File: src/hdl/sfwc_defines.svh
/*
 * Constants of the serial switch supervisor: frame size, channel map,
 * watchdog timing and reset values.
 * Assumes a 125 MHz ref_clk; included by bare name.
 */
`ifndef SFWC_DEFINES_SVH
`define SFWC_DEFINES_SVH

`define SFWC_FRAME_BITS      16
`define SFWC_CHANNELS        12
`define SFWC_HS_LSB          0
`define SFWC_HS_MSB          3
`define SFWC_LS_LSB          4
`define SFWC_LS_MSB          11
`define SFWC_HS_A_BIT        0
`define SFWC_HS_C_BIT        2
`define SFWC_CLK_PERIOD_NS   8
`define SFWC_WDOG_TIMEOUT_US 10000
`define SFWC_WDOG_CYCLES     ((`SFWC_WDOG_TIMEOUT_US * 1000) / `SFWC_CLK_PERIOD_NS)
`define SFWC_CMD_RESET       12'h000
`define SFWC_FAULT_RESET     12'h000
`define SFWC_CNT_W           5
`define SFWC_SYNC_IDLE       7'h50

`endif

File: src/hdl/sfwc_pkg.sv
/*
 * Types of the serial switch supervisor.
 * Assumes sfwc_defines.svh is on the include path.
 */
`include "sfwc_defines.svh"

package sfwc_pkg;

    typedef logic [`SFWC_CHANNELS-1:0] sfwc_chan_t;

    typedef enum logic [2:0] {
        SFWC_WD_OFF      = 3'b001,
        SFWC_WD_RUN      = 3'b010,
        SFWC_WD_FAILSAFE = 3'b100
    } sfwc_wd_e;

    // pins of the serial link after synchronisation
    typedef struct packed {
        logic sclk;
        logic mosi;
        logic cs_n;
    } sfwc_link_s;

    // open-drain fault flag and tri-state serial out, as two signals each
    typedef struct packed {
        logic miso_o;
        logic miso_oe;
        logic fault_o;
        logic fault_oe;
    } sfwc_pins_s;

endpackage

File: src/hdl/sfwc_ctrl.sv
/*
 * Serial control and supervision of a twelve-channel switch: command
 * shift register, fault readback, watchdog and failsafe, fault flag.
 * Assumes link pins, reset pin, wake, watchdog feed and strap come from
 * outside ref_clk's domain; fault inputs come from same-clock logic.
 * Link clock half period must span at least four ref_clk cycles.
 */
`timescale 1ns/1ps
`include "sfwc_defines.svh"

module sfwc_ctrl
    import sfwc_pkg::*;
#(
    parameter int WDOG_CYCLES = `SFWC_WDOG_CYCLES
) (
    input  wire logic       ref_clk,
    input  wire logic       reset_n,
    input  wire logic       sclk,
    input  wire logic       mosi,
    input  wire logic       chip_select_n,
    input  wire logic       reset_n_input,
    input  wire logic       wake,
    input  wire logic       watchdog_feed_input,
    input  wire logic       failsafe_strap_input,
    input  wire sfwc_chan_t fault_in,
    output sfwc_pins_s      pins,
    output sfwc_chan_t      outputs,
    output logic            standby,
    output logic            failsafe_active
);

    localparam int WD_W = $clog2(WDOG_CYCLES + 1);

    // two-flop synchronisers, one per pin, first stage read only by second
    localparam int NSYNC = 7;
    logic [NSYNC-1:0] pin_raw;
    logic [NSYNC-1:0] sync1_q;
    logic [NSYNC-1:0] sync2_q;
    logic [NSYNC-1:0] prev_q;
    // select and link clock reset to idle high: no false select or edge
    localparam logic [NSYNC-1:0] SYNC_IDLE = `SFWC_SYNC_IDLE;

    assign pin_raw = {sclk, mosi, chip_select_n, reset_n_input, wake,
                      watchdog_feed_input, failsafe_strap_input};

    genvar gi;
    generate
        for (gi = 0; gi < NSYNC; gi++) begin : g_sync
            always_ff @(posedge ref_clk or negedge reset_n) begin
                if (!reset_n) begin
                    sync1_q[gi] <= SYNC_IDLE[gi];
                    sync2_q[gi] <= SYNC_IDLE[gi];
                    prev_q[gi]  <= SYNC_IDLE[gi];
                end else begin
                    sync1_q[gi] <= pin_raw[gi];
                    sync2_q[gi] <= sync1_q[gi];
                    prev_q[gi]  <= sync2_q[gi];
                end
            end
        end
    endgenerate

    sfwc_link_s link;
    logic       rst_pin;
    logic       wake_s;
    logic       feed_s;
    logic       strap_s;

    assign link    = sfwc_link_s'(sync2_q[6:4]);
    assign rst_pin = sync2_q[3];
    assign wake_s  = sync2_q[2];
    assign feed_s  = sync2_q[1];
    assign strap_s = sync2_q[0];

    logic sclk_rise;
    logic sclk_fall;
    logic cs_fall;
    logic cs_rise;
    logic rst_rise;
    logic wake_rise;
    logic feed_edge;
    logic selected;

    assign sclk_rise = link.sclk & ~prev_q[6];
    assign sclk_fall = ~link.sclk & prev_q[6];
    // edge detectors start from SYNC_IDLE; the reset pin starts low, so a high pin gives one rise
    assign cs_fall   = ~link.cs_n & prev_q[4];
    assign cs_rise   = link.cs_n & ~prev_q[4];
    assign rst_rise  = rst_pin & ~prev_q[3];
    assign wake_rise = wake_s & ~prev_q[2];
    assign feed_edge = feed_s ^ prev_q[1];
    assign selected  = ~link.cs_n;

    // low-current standby; outputs are cleared through cmd_q
    // standby follows the reset pin
    always_ff @(posedge ref_clk or negedge reset_n) begin
        if (!reset_n) begin
            standby <= 1'b1;
        end else begin
            standby <= ~rst_pin;
        end
    end

    // fault register: sticky per channel, cleared only by the reset pin
    // fault_in is same-clock logic and needs no synchroniser
    sfwc_chan_t fault_q;
    always_ff @(posedge ref_clk or negedge reset_n) begin
        if (!reset_n) begin
            fault_q <= `SFWC_FAULT_RESET;
        end else if (!rst_pin) begin
            fault_q <= `SFWC_FAULT_RESET;
        end else begin
            fault_q <= fault_q | fault_in;
        end
    end

    // serial port
    logic [`SFWC_FRAME_BITS-1:0] rx_q;
    logic [`SFWC_FRAME_BITS-1:0] tx_q;
    logic [`SFWC_CNT_W-1:0]      bits_q;
    logic                        miso_q;
    logic                        sampled_q;
    logic                        frame_ok;
    assign frame_ok = (bits_q == `SFWC_CNT_W'(`SFWC_FRAME_BITS));

    always_ff @(posedge ref_clk or negedge reset_n) begin
        if (!reset_n) begin
            rx_q <= '0;
        end else if (cs_fall) begin
            rx_q <= '0;
        end else if (selected && sclk_fall) begin
            rx_q <= {rx_q[`SFWC_FRAME_BITS-2:0], link.mosi};
        end
    end

    // saturates, so a long frame still counts as sixteen bits
    always_ff @(posedge ref_clk or negedge reset_n) begin
        if (!reset_n) begin
            bits_q <= '0;
        end else if (cs_fall) begin
            bits_q <= '0;
        end else if (selected && sclk_fall && !frame_ok) begin
            bits_q <= bits_q + `SFWC_CNT_W'(1);
        end
    end

    // response frame: upper four bits zero, faults 11..0 below
    always_ff @(posedge ref_clk or negedge reset_n) begin
        if (!reset_n) begin
            tx_q <= '0;
        end else if (cs_fall) begin
            tx_q <= {4'h0, fault_q | fault_in};
        end else if (selected && sclk_rise && sampled_q) begin
            tx_q <= {tx_q[`SFWC_FRAME_BITS-2:0], 1'b0};
        end
    end

    // set by the first fall; the first rise after it already shifts and presents bit 14
    always_ff @(posedge ref_clk or negedge reset_n) begin
        if (!reset_n) begin
            sampled_q <= 1'b0;
        end else if (cs_fall) begin
            sampled_q <= 1'b0;
        end else if (selected && sclk_fall) begin
            sampled_q <= 1'b1;
        end
    end

    // shows the msb from select fall until the first shifting rise
    always_ff @(posedge ref_clk or negedge reset_n) begin
        if (!reset_n) begin
            miso_q <= 1'b0;
        end else if (cs_fall) begin
            miso_q <= 1'b0; // top bit of frame is always zero
        end else if (selected && sclk_rise && sampled_q) begin
            miso_q <= tx_q[`SFWC_FRAME_BITS-2];
        end
    end

    // command register; a short frame is dropped
    sfwc_chan_t cmd_q;

    always_ff @(posedge ref_clk or negedge reset_n) begin
        if (!reset_n) begin
            cmd_q <= `SFWC_CMD_RESET;
        end else if (!rst_pin) begin
            cmd_q <= `SFWC_CMD_RESET;
        end else if (cs_rise && frame_ok) begin
            cmd_q <= rx_q[`SFWC_LS_MSB:`SFWC_HS_LSB];
        end
    end

    // watchdog
    sfwc_wd_e        wd_q;
    logic [WD_W-1:0] wd_cnt_q;
    logic            wd_off;
    logic            wd_kick;
    logic            wd_expired;

    // wake restarts a running count as well as starting an idle one
    assign wd_off     = !rst_pin || !strap_s;
    assign wd_kick    = feed_edge || wake_rise;
    assign wd_expired = (wd_cnt_q == WD_W'(WDOG_CYCLES - 1));

    always_ff @(posedge ref_clk or negedge reset_n) begin
        if (!reset_n) begin
            wd_q <= SFWC_WD_OFF;
        end else if (wd_off) begin
            wd_q <= SFWC_WD_OFF;
        end else begin
            unique case (wd_q)
                SFWC_WD_OFF: begin
                    if (rst_rise || wake_rise) begin
                        wd_q <= SFWC_WD_RUN;
                    end
                end
                SFWC_WD_RUN: begin
                    if (!wd_kick && wd_expired) begin
                        wd_q <= SFWC_WD_FAILSAFE;
                    end
                end
                // left only through the reset pin or the strap
                SFWC_WD_FAILSAFE: begin
                    wd_q <= SFWC_WD_FAILSAFE;
                end
                default: begin
                    wd_q <= SFWC_WD_OFF;
                end
            endcase
        end
    end

    // counts only while running, so every start begins from zero
    always_ff @(posedge ref_clk or negedge reset_n) begin
        if (!reset_n) begin
            wd_cnt_q <= '0;
        end else if (wd_off || wd_q != SFWC_WD_RUN || wd_kick) begin
            wd_cnt_q <= '0;
        end else if (!wd_expired) begin
            wd_cnt_q <= wd_cnt_q + WD_W'(1);
        end
    end

    // outputs from flops; failsafe forces high-side a and c on
    sfwc_chan_t fs_mask;
    always_comb begin
        fs_mask                 = '0;
        fs_mask[`SFWC_HS_A_BIT] = 1'b1;
        fs_mask[`SFWC_HS_C_BIT] = 1'b1;
    end

    always_ff @(posedge ref_clk or negedge reset_n) begin
        if (!reset_n) begin
            outputs <= '0;
        end else if (wd_q == SFWC_WD_FAILSAFE) begin
            outputs <= cmd_q | fs_mask;
        end else begin
            outputs <= cmd_q;
        end
    end

    // mirrors the watchdog state a cycle late, in step with outputs
    always_ff @(posedge ref_clk or negedge reset_n) begin
        if (!reset_n) begin
            failsafe_active <= 1'b0;
        end else begin
            failsafe_active <= (wd_q == SFWC_WD_FAILSAFE);
        end
    end

    // fault flag, open drain: pull low while any fault is stored
    logic fault_any_q;
    always_ff @(posedge ref_clk or negedge reset_n) begin
        if (!reset_n) begin
            fault_any_q <= 1'b0;
        end else begin
            fault_any_q <= |fault_q;
        end
    end

    // miso_oe is a combinational enable from the synchronised select
    always_comb begin
        pins.fault_o  = 1'b0;
        pins.fault_oe = fault_any_q;
        pins.miso_o   = miso_q;
        pins.miso_oe  = selected;
    end

endmodule

File: config.mk
export PLATFORM = sky130hd
export DESIGN_NAME = sfwc_ctrl
export DESIGN_NICKNAME = d
export VERILOG_FILES = /design/src/hdl/sfwc_pkg.sv /design/src/hdl/sfwc_ctrl.sv
export VERILOG_INCLUDE_DIRS = /design/src /design/src/hdl
export SDC_FILE = /design/constraint.sdc
export NUM_CORES = 1
export LEC_CHECK = 0
export BUFFER_PORTS_ARGS = -buffer_cell sky130_fd_sc_hd__buf_2
export CORE_ASPECT_RATIO = 2
export CORE_UTILIZATION = 40
export DETAILED_ROUTE_END_ITERATION = 12
export PLACE_DENSITY = 0.62
export SETUP_SLACK_MARGIN = 0.5
export SLEW_MARGIN = 20
export SYNTH_ARGS = -nofsm -noshare
export SYNTH_HDL_FRONTEND = slang
export SYNTH_SLANG_ARGS = --single-unit
File: constraint.sdc
create_clock -name ref_clk -period 2.3 [get_ports ref_clk]
set_input_delay 0.345 -clock ref_clk [delete_from_list [all_inputs] [get_ports ref_clk]]
set_output_delay 0.345 -clock ref_clk [all_outputs]
set_load 0.005 [all_outputs]
* Word level (Yosys, flattened, before mapping)
Index checks and enable logic that the tools add are counted.
** Cells by class
- $add $sub $neg :: 2
- Equality and inequality tests :: 10
- Mux-type cells :: 20
- Bitwise operators :: 15
- Reduce and logical (&&, ||, !) cells :: 20
** Operator list (count)
- $mux 12 :: 5
- $mux 21 :: 2
- $mux 15 :: 2
- $add 21x1->21 const B :: 1
- $eq 21x21->1 const B :: 1
- $mux 3 :: 4
- $or 12x12->12 :: 1
- $reduce_or 12->1 :: 1
- $mux 5 :: 2
- $pmux 3 s3 :: 1
- $not 1->1 :: 7
- $and 1x1->1 :: 6
- $logic_and 1x1->1 :: 6
- $ne 3x3->1 const B :: 2
- $reduce_bool 2->1 :: 3
- $add 5x1->5 const B :: 1
- $eq 5x5->1 const B :: 1
- $logic_or 1x1->1 :: 5
- $logic_not 1->1 :: 4
- $mux 1 :: 4
- $ne 2x1->1 const B :: 2
- $eq 3x1->1 const B :: 1
- $eq 3x2->1 const B :: 1
- $eq 3x3->1 const B :: 1
- 3 further kinds :: 3
** Word-level totals
- Flip-flop bits (word level) :: 116
- Word-level logic and storage cells :: 99

* Logic depth before layout (Yosys ltp)
- Depth after elaboration :: 8
- Depth in mapped cells :: 7
- Gate-level depth less buffers :: 7

* Worst setup path before layout
Ideal clock, no wire load.
- Kind :: register -> register
- Start :: register sync2_q[6] (netlist: link[2])
- End :: register miso_q
- Arrival :: 1646 ps
- Required time :: 2168 ps
- Slack :: 522 ps
- Cell stages (with the launch flop) :: 7
- Path through :: dfstp_2 > nor4bb_1 > clkbuf_1 > buf_2 > buf_2 > mux2i_1 > nor2_1
** On the way
- Longest elaborated chain between the ends :: 4
** RTL lines
- start, declared :: line sfwc_ctrl.sv:38 : logic [NSYNC-1:0] sync2_q;
- start signal, assigned by index :: line sfwc_ctrl.sv:52 : sync2_q[gi] <= SYNC_IDLE[gi];
- start signal, assigned by index :: line sfwc_ctrl.sv:56 : sync2_q[gi] <= sync1_q[gi];
- $and 1x1->1 :: line sfwc_ctrl.sv:84 : assign sclk_rise = link.sclk & ~prev_q[6];
- $logic_and 1x1->1 (2 in series) :: line sfwc_ctrl.sv:175 : end else if (selected && sclk_rise && sampled_q) begin
- $reduce_bool 2->1 (no line)
- end signal, assigned :: line sfwc_ctrl.sv:176 : miso_q <= tx_q[`SFWC_FRAME_BITS-2];
- end, declared :: line sfwc_ctrl.sv:121 : logic miso_q;
No other way between the ends.
A chain may end at the register's enable or synchronous reset.

* Worst setup path in the final report
- Start :: register wd_cnt_q[9]
- End :: register wd_cnt_q[3]
** On the way
- Longest elaborated chain between the ends :: 2
** RTL lines
- start, declared :: line sfwc_ctrl.sv:195 : logic [WD_W-1:0] wd_cnt_q;
- start signal, assigned :: line sfwc_ctrl.sv:240 : wd_cnt_q <= wd_cnt_q + WD_W'(1);
- $eq 21x21->1 :: line sfwc_ctrl.sv:203 : assign wd_expired = (wd_cnt_q == WD_W'(WDOG_CYCLES - 1));
- $ne 2x1->1 (no line)
No other way between the ends.

==> metrics <==
CP Cell Sequence=buf_4 > nor4bb_2 > nand4_1 > buf_4 > o2111ai_1 > xor2_1 > nor2_1; max cap viols=0; Seq/Total Area, Yosys=0.643; layout cells sized above 1=0.273; TritonCTS buffer count=17; Area Overhead vs Synth=25.5%; FMAX=0.549 GHz; number of distinct library cells after synthesis=43; Final WS setup=between 0.4 and 0.5 ns; Startpoint Class=register; Syn Area/Cell=~12 sq um; Port-buffer cells=37; CTS tree=built; CTS root buf=clkbuf_16; # rows=54; worst min path class=in2reg; Pwr Density=roughly 900 nW/um^2; largest net degree at the start of global routing=between 60 and 70; Top delay family on crit path=simple AND/OR/NAND/NOR gates; Synth Area in Simple Gates=0.163; drt total wl=8890 um; share of flip-flops with an asynchronous set or reset=1.00; Final Max Slew Viols=0; vias per cell=approximately 5; post-layout util=0.519; Post-synth EDFFs=0; mux contribution to synthesized area=0.0420; Final Non-Filler Cells=598; Syn Inst Count=approximately 380; worst flop-to-flop path startpoint=wd_cnt_q[9]; Yosys Warn Count=0; grt total ovfl=0; antenna viol nets, final=0; initial DRC count=200; drc violations=0; Vias=3077; Critical Path Source=wd_cnt_q[9]; RSZ-0062 raised after global routing=true; Compound-Gate Fraction of Synth Area=0.0749; max incr delay on CP=approximately 0.38 ns; initial core utilization=0.414; status=completed; dpl hpwl=5730 um; Die H=152 um; P_leak=about 2.6 nW; flop2flop setup slack=roughly 0.48 ns; Post-Place Cells=547; clock sink count=~120; Synth Area in Adders=0.00829; core outline area=about 11000 sq um; #FFs+latches synth=116; critical-path maximum fanout=4; Nets=around 470; antenna violations before repair=0; final setup fails=0; dpl ws=a little over 0.5 ns; clock latency on the worst-skew pair=a little over 0.4 ns; Critical-path top delay cell=dfrtp_1; H-tree depth=4; most used cell, CP=buf_4; Syn Nets=around 400; Main synth FF type=dfrtp_1; # IOs=39; period utilization=0.793; Syn Std Cell Area=4530 sq um; Clock Skew=about 0.012 ns; CP arrival=about 2.1 ns; CTS max path bufs=2; HP Start=mosi; drt first pass iters=4; die area=between 10000 and 15000 sq um; clock transition at the registers of the reported paths=~0.05 ns; vias in the first global route=slightly above 3000; routed len/inst=around 15 um; GR Util All Layers=0.164; largest family of logic cells by synthesized area=simple AND/OR/NAND/NOR gates; global-route wire length before repair=14800 um; Bufs and invs on worst path=2; post-synthesis xor/xnor area fraction=0.0387; relative slew slack=0.453; die width=77.2 um; Setup TNS Final=0 ns; RD Place Congestion=between 0.7 and 0.8; Worst EP required=2.57 ns; Max VDD drop=about 0.54 mV; fin crit period=1.82 ns; number of diodes=0; Slew @ Worst Pin=~0.8 ns; final hold vios=0; CP endpoint kind=register; fill count=986; critical path type=reg2reg
per-layer routing:
layer / part of all wire / GRT usage / vias to the layer above
met5: 0 / 0 / -
met4: 0.031 / 0.112 / 0
met3: 0.034 / 0.0467 / 18
met2: 0.53 / 0.274 / 66
met1: 0.41 / 0.178 / 1559
li1: - / - / 1434
Yosys cell counts (2+ instances only):
| cell type | n | area, sq um |
|---|---|---|
| o2111ai_1 | 2 | 17.5 |
| and3_1 | 3 | 18.8 |
| or3_2 | 2 | 15.0 |
| xor2_1 | 10 | 87.6 |
| inv_1 | 7 | 26.3 |
| nand2_1 | 10 | 37.5 |
| clkinv_1 | 2 | 7.51 |
| or3_1 | 4 | 25.0 |
| nor2b_1 | 12 | 75.1 |
| o21ai_0 | 9 | 45.0 |
| nor3_1 | 6 | 30.0 |
| nand3_1 | 7 | 35.0 |
| a22o_1 | 12 | 105 |
| nand4_1 | 4 | 25.0 |
| nor3b_1 | 2 | 15.0 |
| nand2b_1 | 2 | 12.5 |
| nor4_1 | 6 | 37.5 |
| dfrtp_1 | 108 | 2700 |
| buf_2 | 3 | 15.0 |
| a211oi_1 | 11 | 82.6 |
| nor2_1 | 69 | 259 |
| and4_4 | 2 | 22.5 |
| buf_4 | 4 | 30.0 |
| dfstp_2 | 8 | 210 |
| nor4bb_1 | 3 | 30.0 |
| mux2i_1 | 19 | 190 |
| or2_2 | 3 | 18.8 |
| xnor2_1 | 10 | 87.6 |
| clkbuf_1 | 10 | 37.5 |
| a21oi_1 | 16 | 80.1 |
| ha_1 | 3 | 37.5 |
sequential cells by signal, summed over array words and instances (netlist names):
name	flops
wd_cnt_q	21
sampled_q	1
feed_s	1
prev_q	5
standby	1
fault_q	12
link	3
tx_q	15
outputs	12
miso_q	1
wd_q	3
rx_q	12
failsafe_active	1
wake_s	1
cmd_q	12
bits_q	5
strap_s	1
sync1_q	7
rst_pin	1
fault_any_q	1
placed cells by master (no fill, tap or decap), drive strengths merged, types with 6 or more instances in the layout:
master and instances:
nand2 10, a21oi 16, inv 9, a211oi 11, nand3 8, nor4 6, buf 62, xor2 10
or3 7, o21ai 9, a22o 12, nor2 70, clkbuf 23, xnor2 10, nor2b 12, dfstp 8
nor3 6, dfrtp 108, mux2i 19
timing repair:
action	in CTS	in global routing
hold endpoints to repair	13	0
resized for setup	0	15
hold buffers	1	0
setup buffers	2	16
setup endpoints to repair	1	28
pin swaps	1	7
final cells by class:
| type | instances | area, sq um | area share |
|---|---|---|---|
| flip-flops and latches | 116 | 2910 | 0.513 |
| multi-input cells | 237 | 1560 | 0.274 |
| clock buffers | 23 | 468 | 0.0824 |
| repair buffers | 63 | 402 | 0.0707 |
| well taps | 140 | 175 | 0.0308 |
| clock inverters | 9 | 129 | 0.0227 |
| inverters | 10 | 37.5 | 0.00661 |
logic make-up (layout without fill, tap and decap cells):
| group | Yosys count | after routing |
|---|---|---|
| and+or+nand+nor | 143 | 143 |
| DFF | 116 | 116 |
| AOI/OAI and AO/OA | 51 | 51 |
| buffers and inverters | 28 | 105 |
| xor gates and xnor gates | 20 | 20 |
| muxes | 19 | 19 |
| adders and majority gates | 3 | 3 |
| other | 1 | 1 |
final timing paths:
check | endpoint | depth (start not counted)
max in group asynchronous | prev_q[4] | 3
setup / recovery | wd_cnt_q[3] | 7
hold reg to reg | strap_s | 0
setup reg to reg | wd_cnt_q[3] | 7
min in group asynchronous | wd_q[2] | 2
hold / removal | sync1_q[5] | 1
per-stage QoR:
step                      hold WS [ns]  total power [mW]  instance area, sq um
after global routing            0.0346              5.21                  5680
after detailed placement         0.238              2.43                  4880
after floorplan                 0.0494              2.32                  4530
final                           0.0419              5.02                  5680
after CTS                       0.0282              5.07                  5500
after global placement           0.238              2.42                  4880
where the power goes:
| group | switching [mW] | internal, mW |
|---|---|---|
| registers | 0.0509 | 2.13 |
| clock network | 0.868 | 1.75 |
| logic | 0.129 | 0.0914 |
| total | 1.05 | 3.97 |
Power figures use the tool's default switching activity.
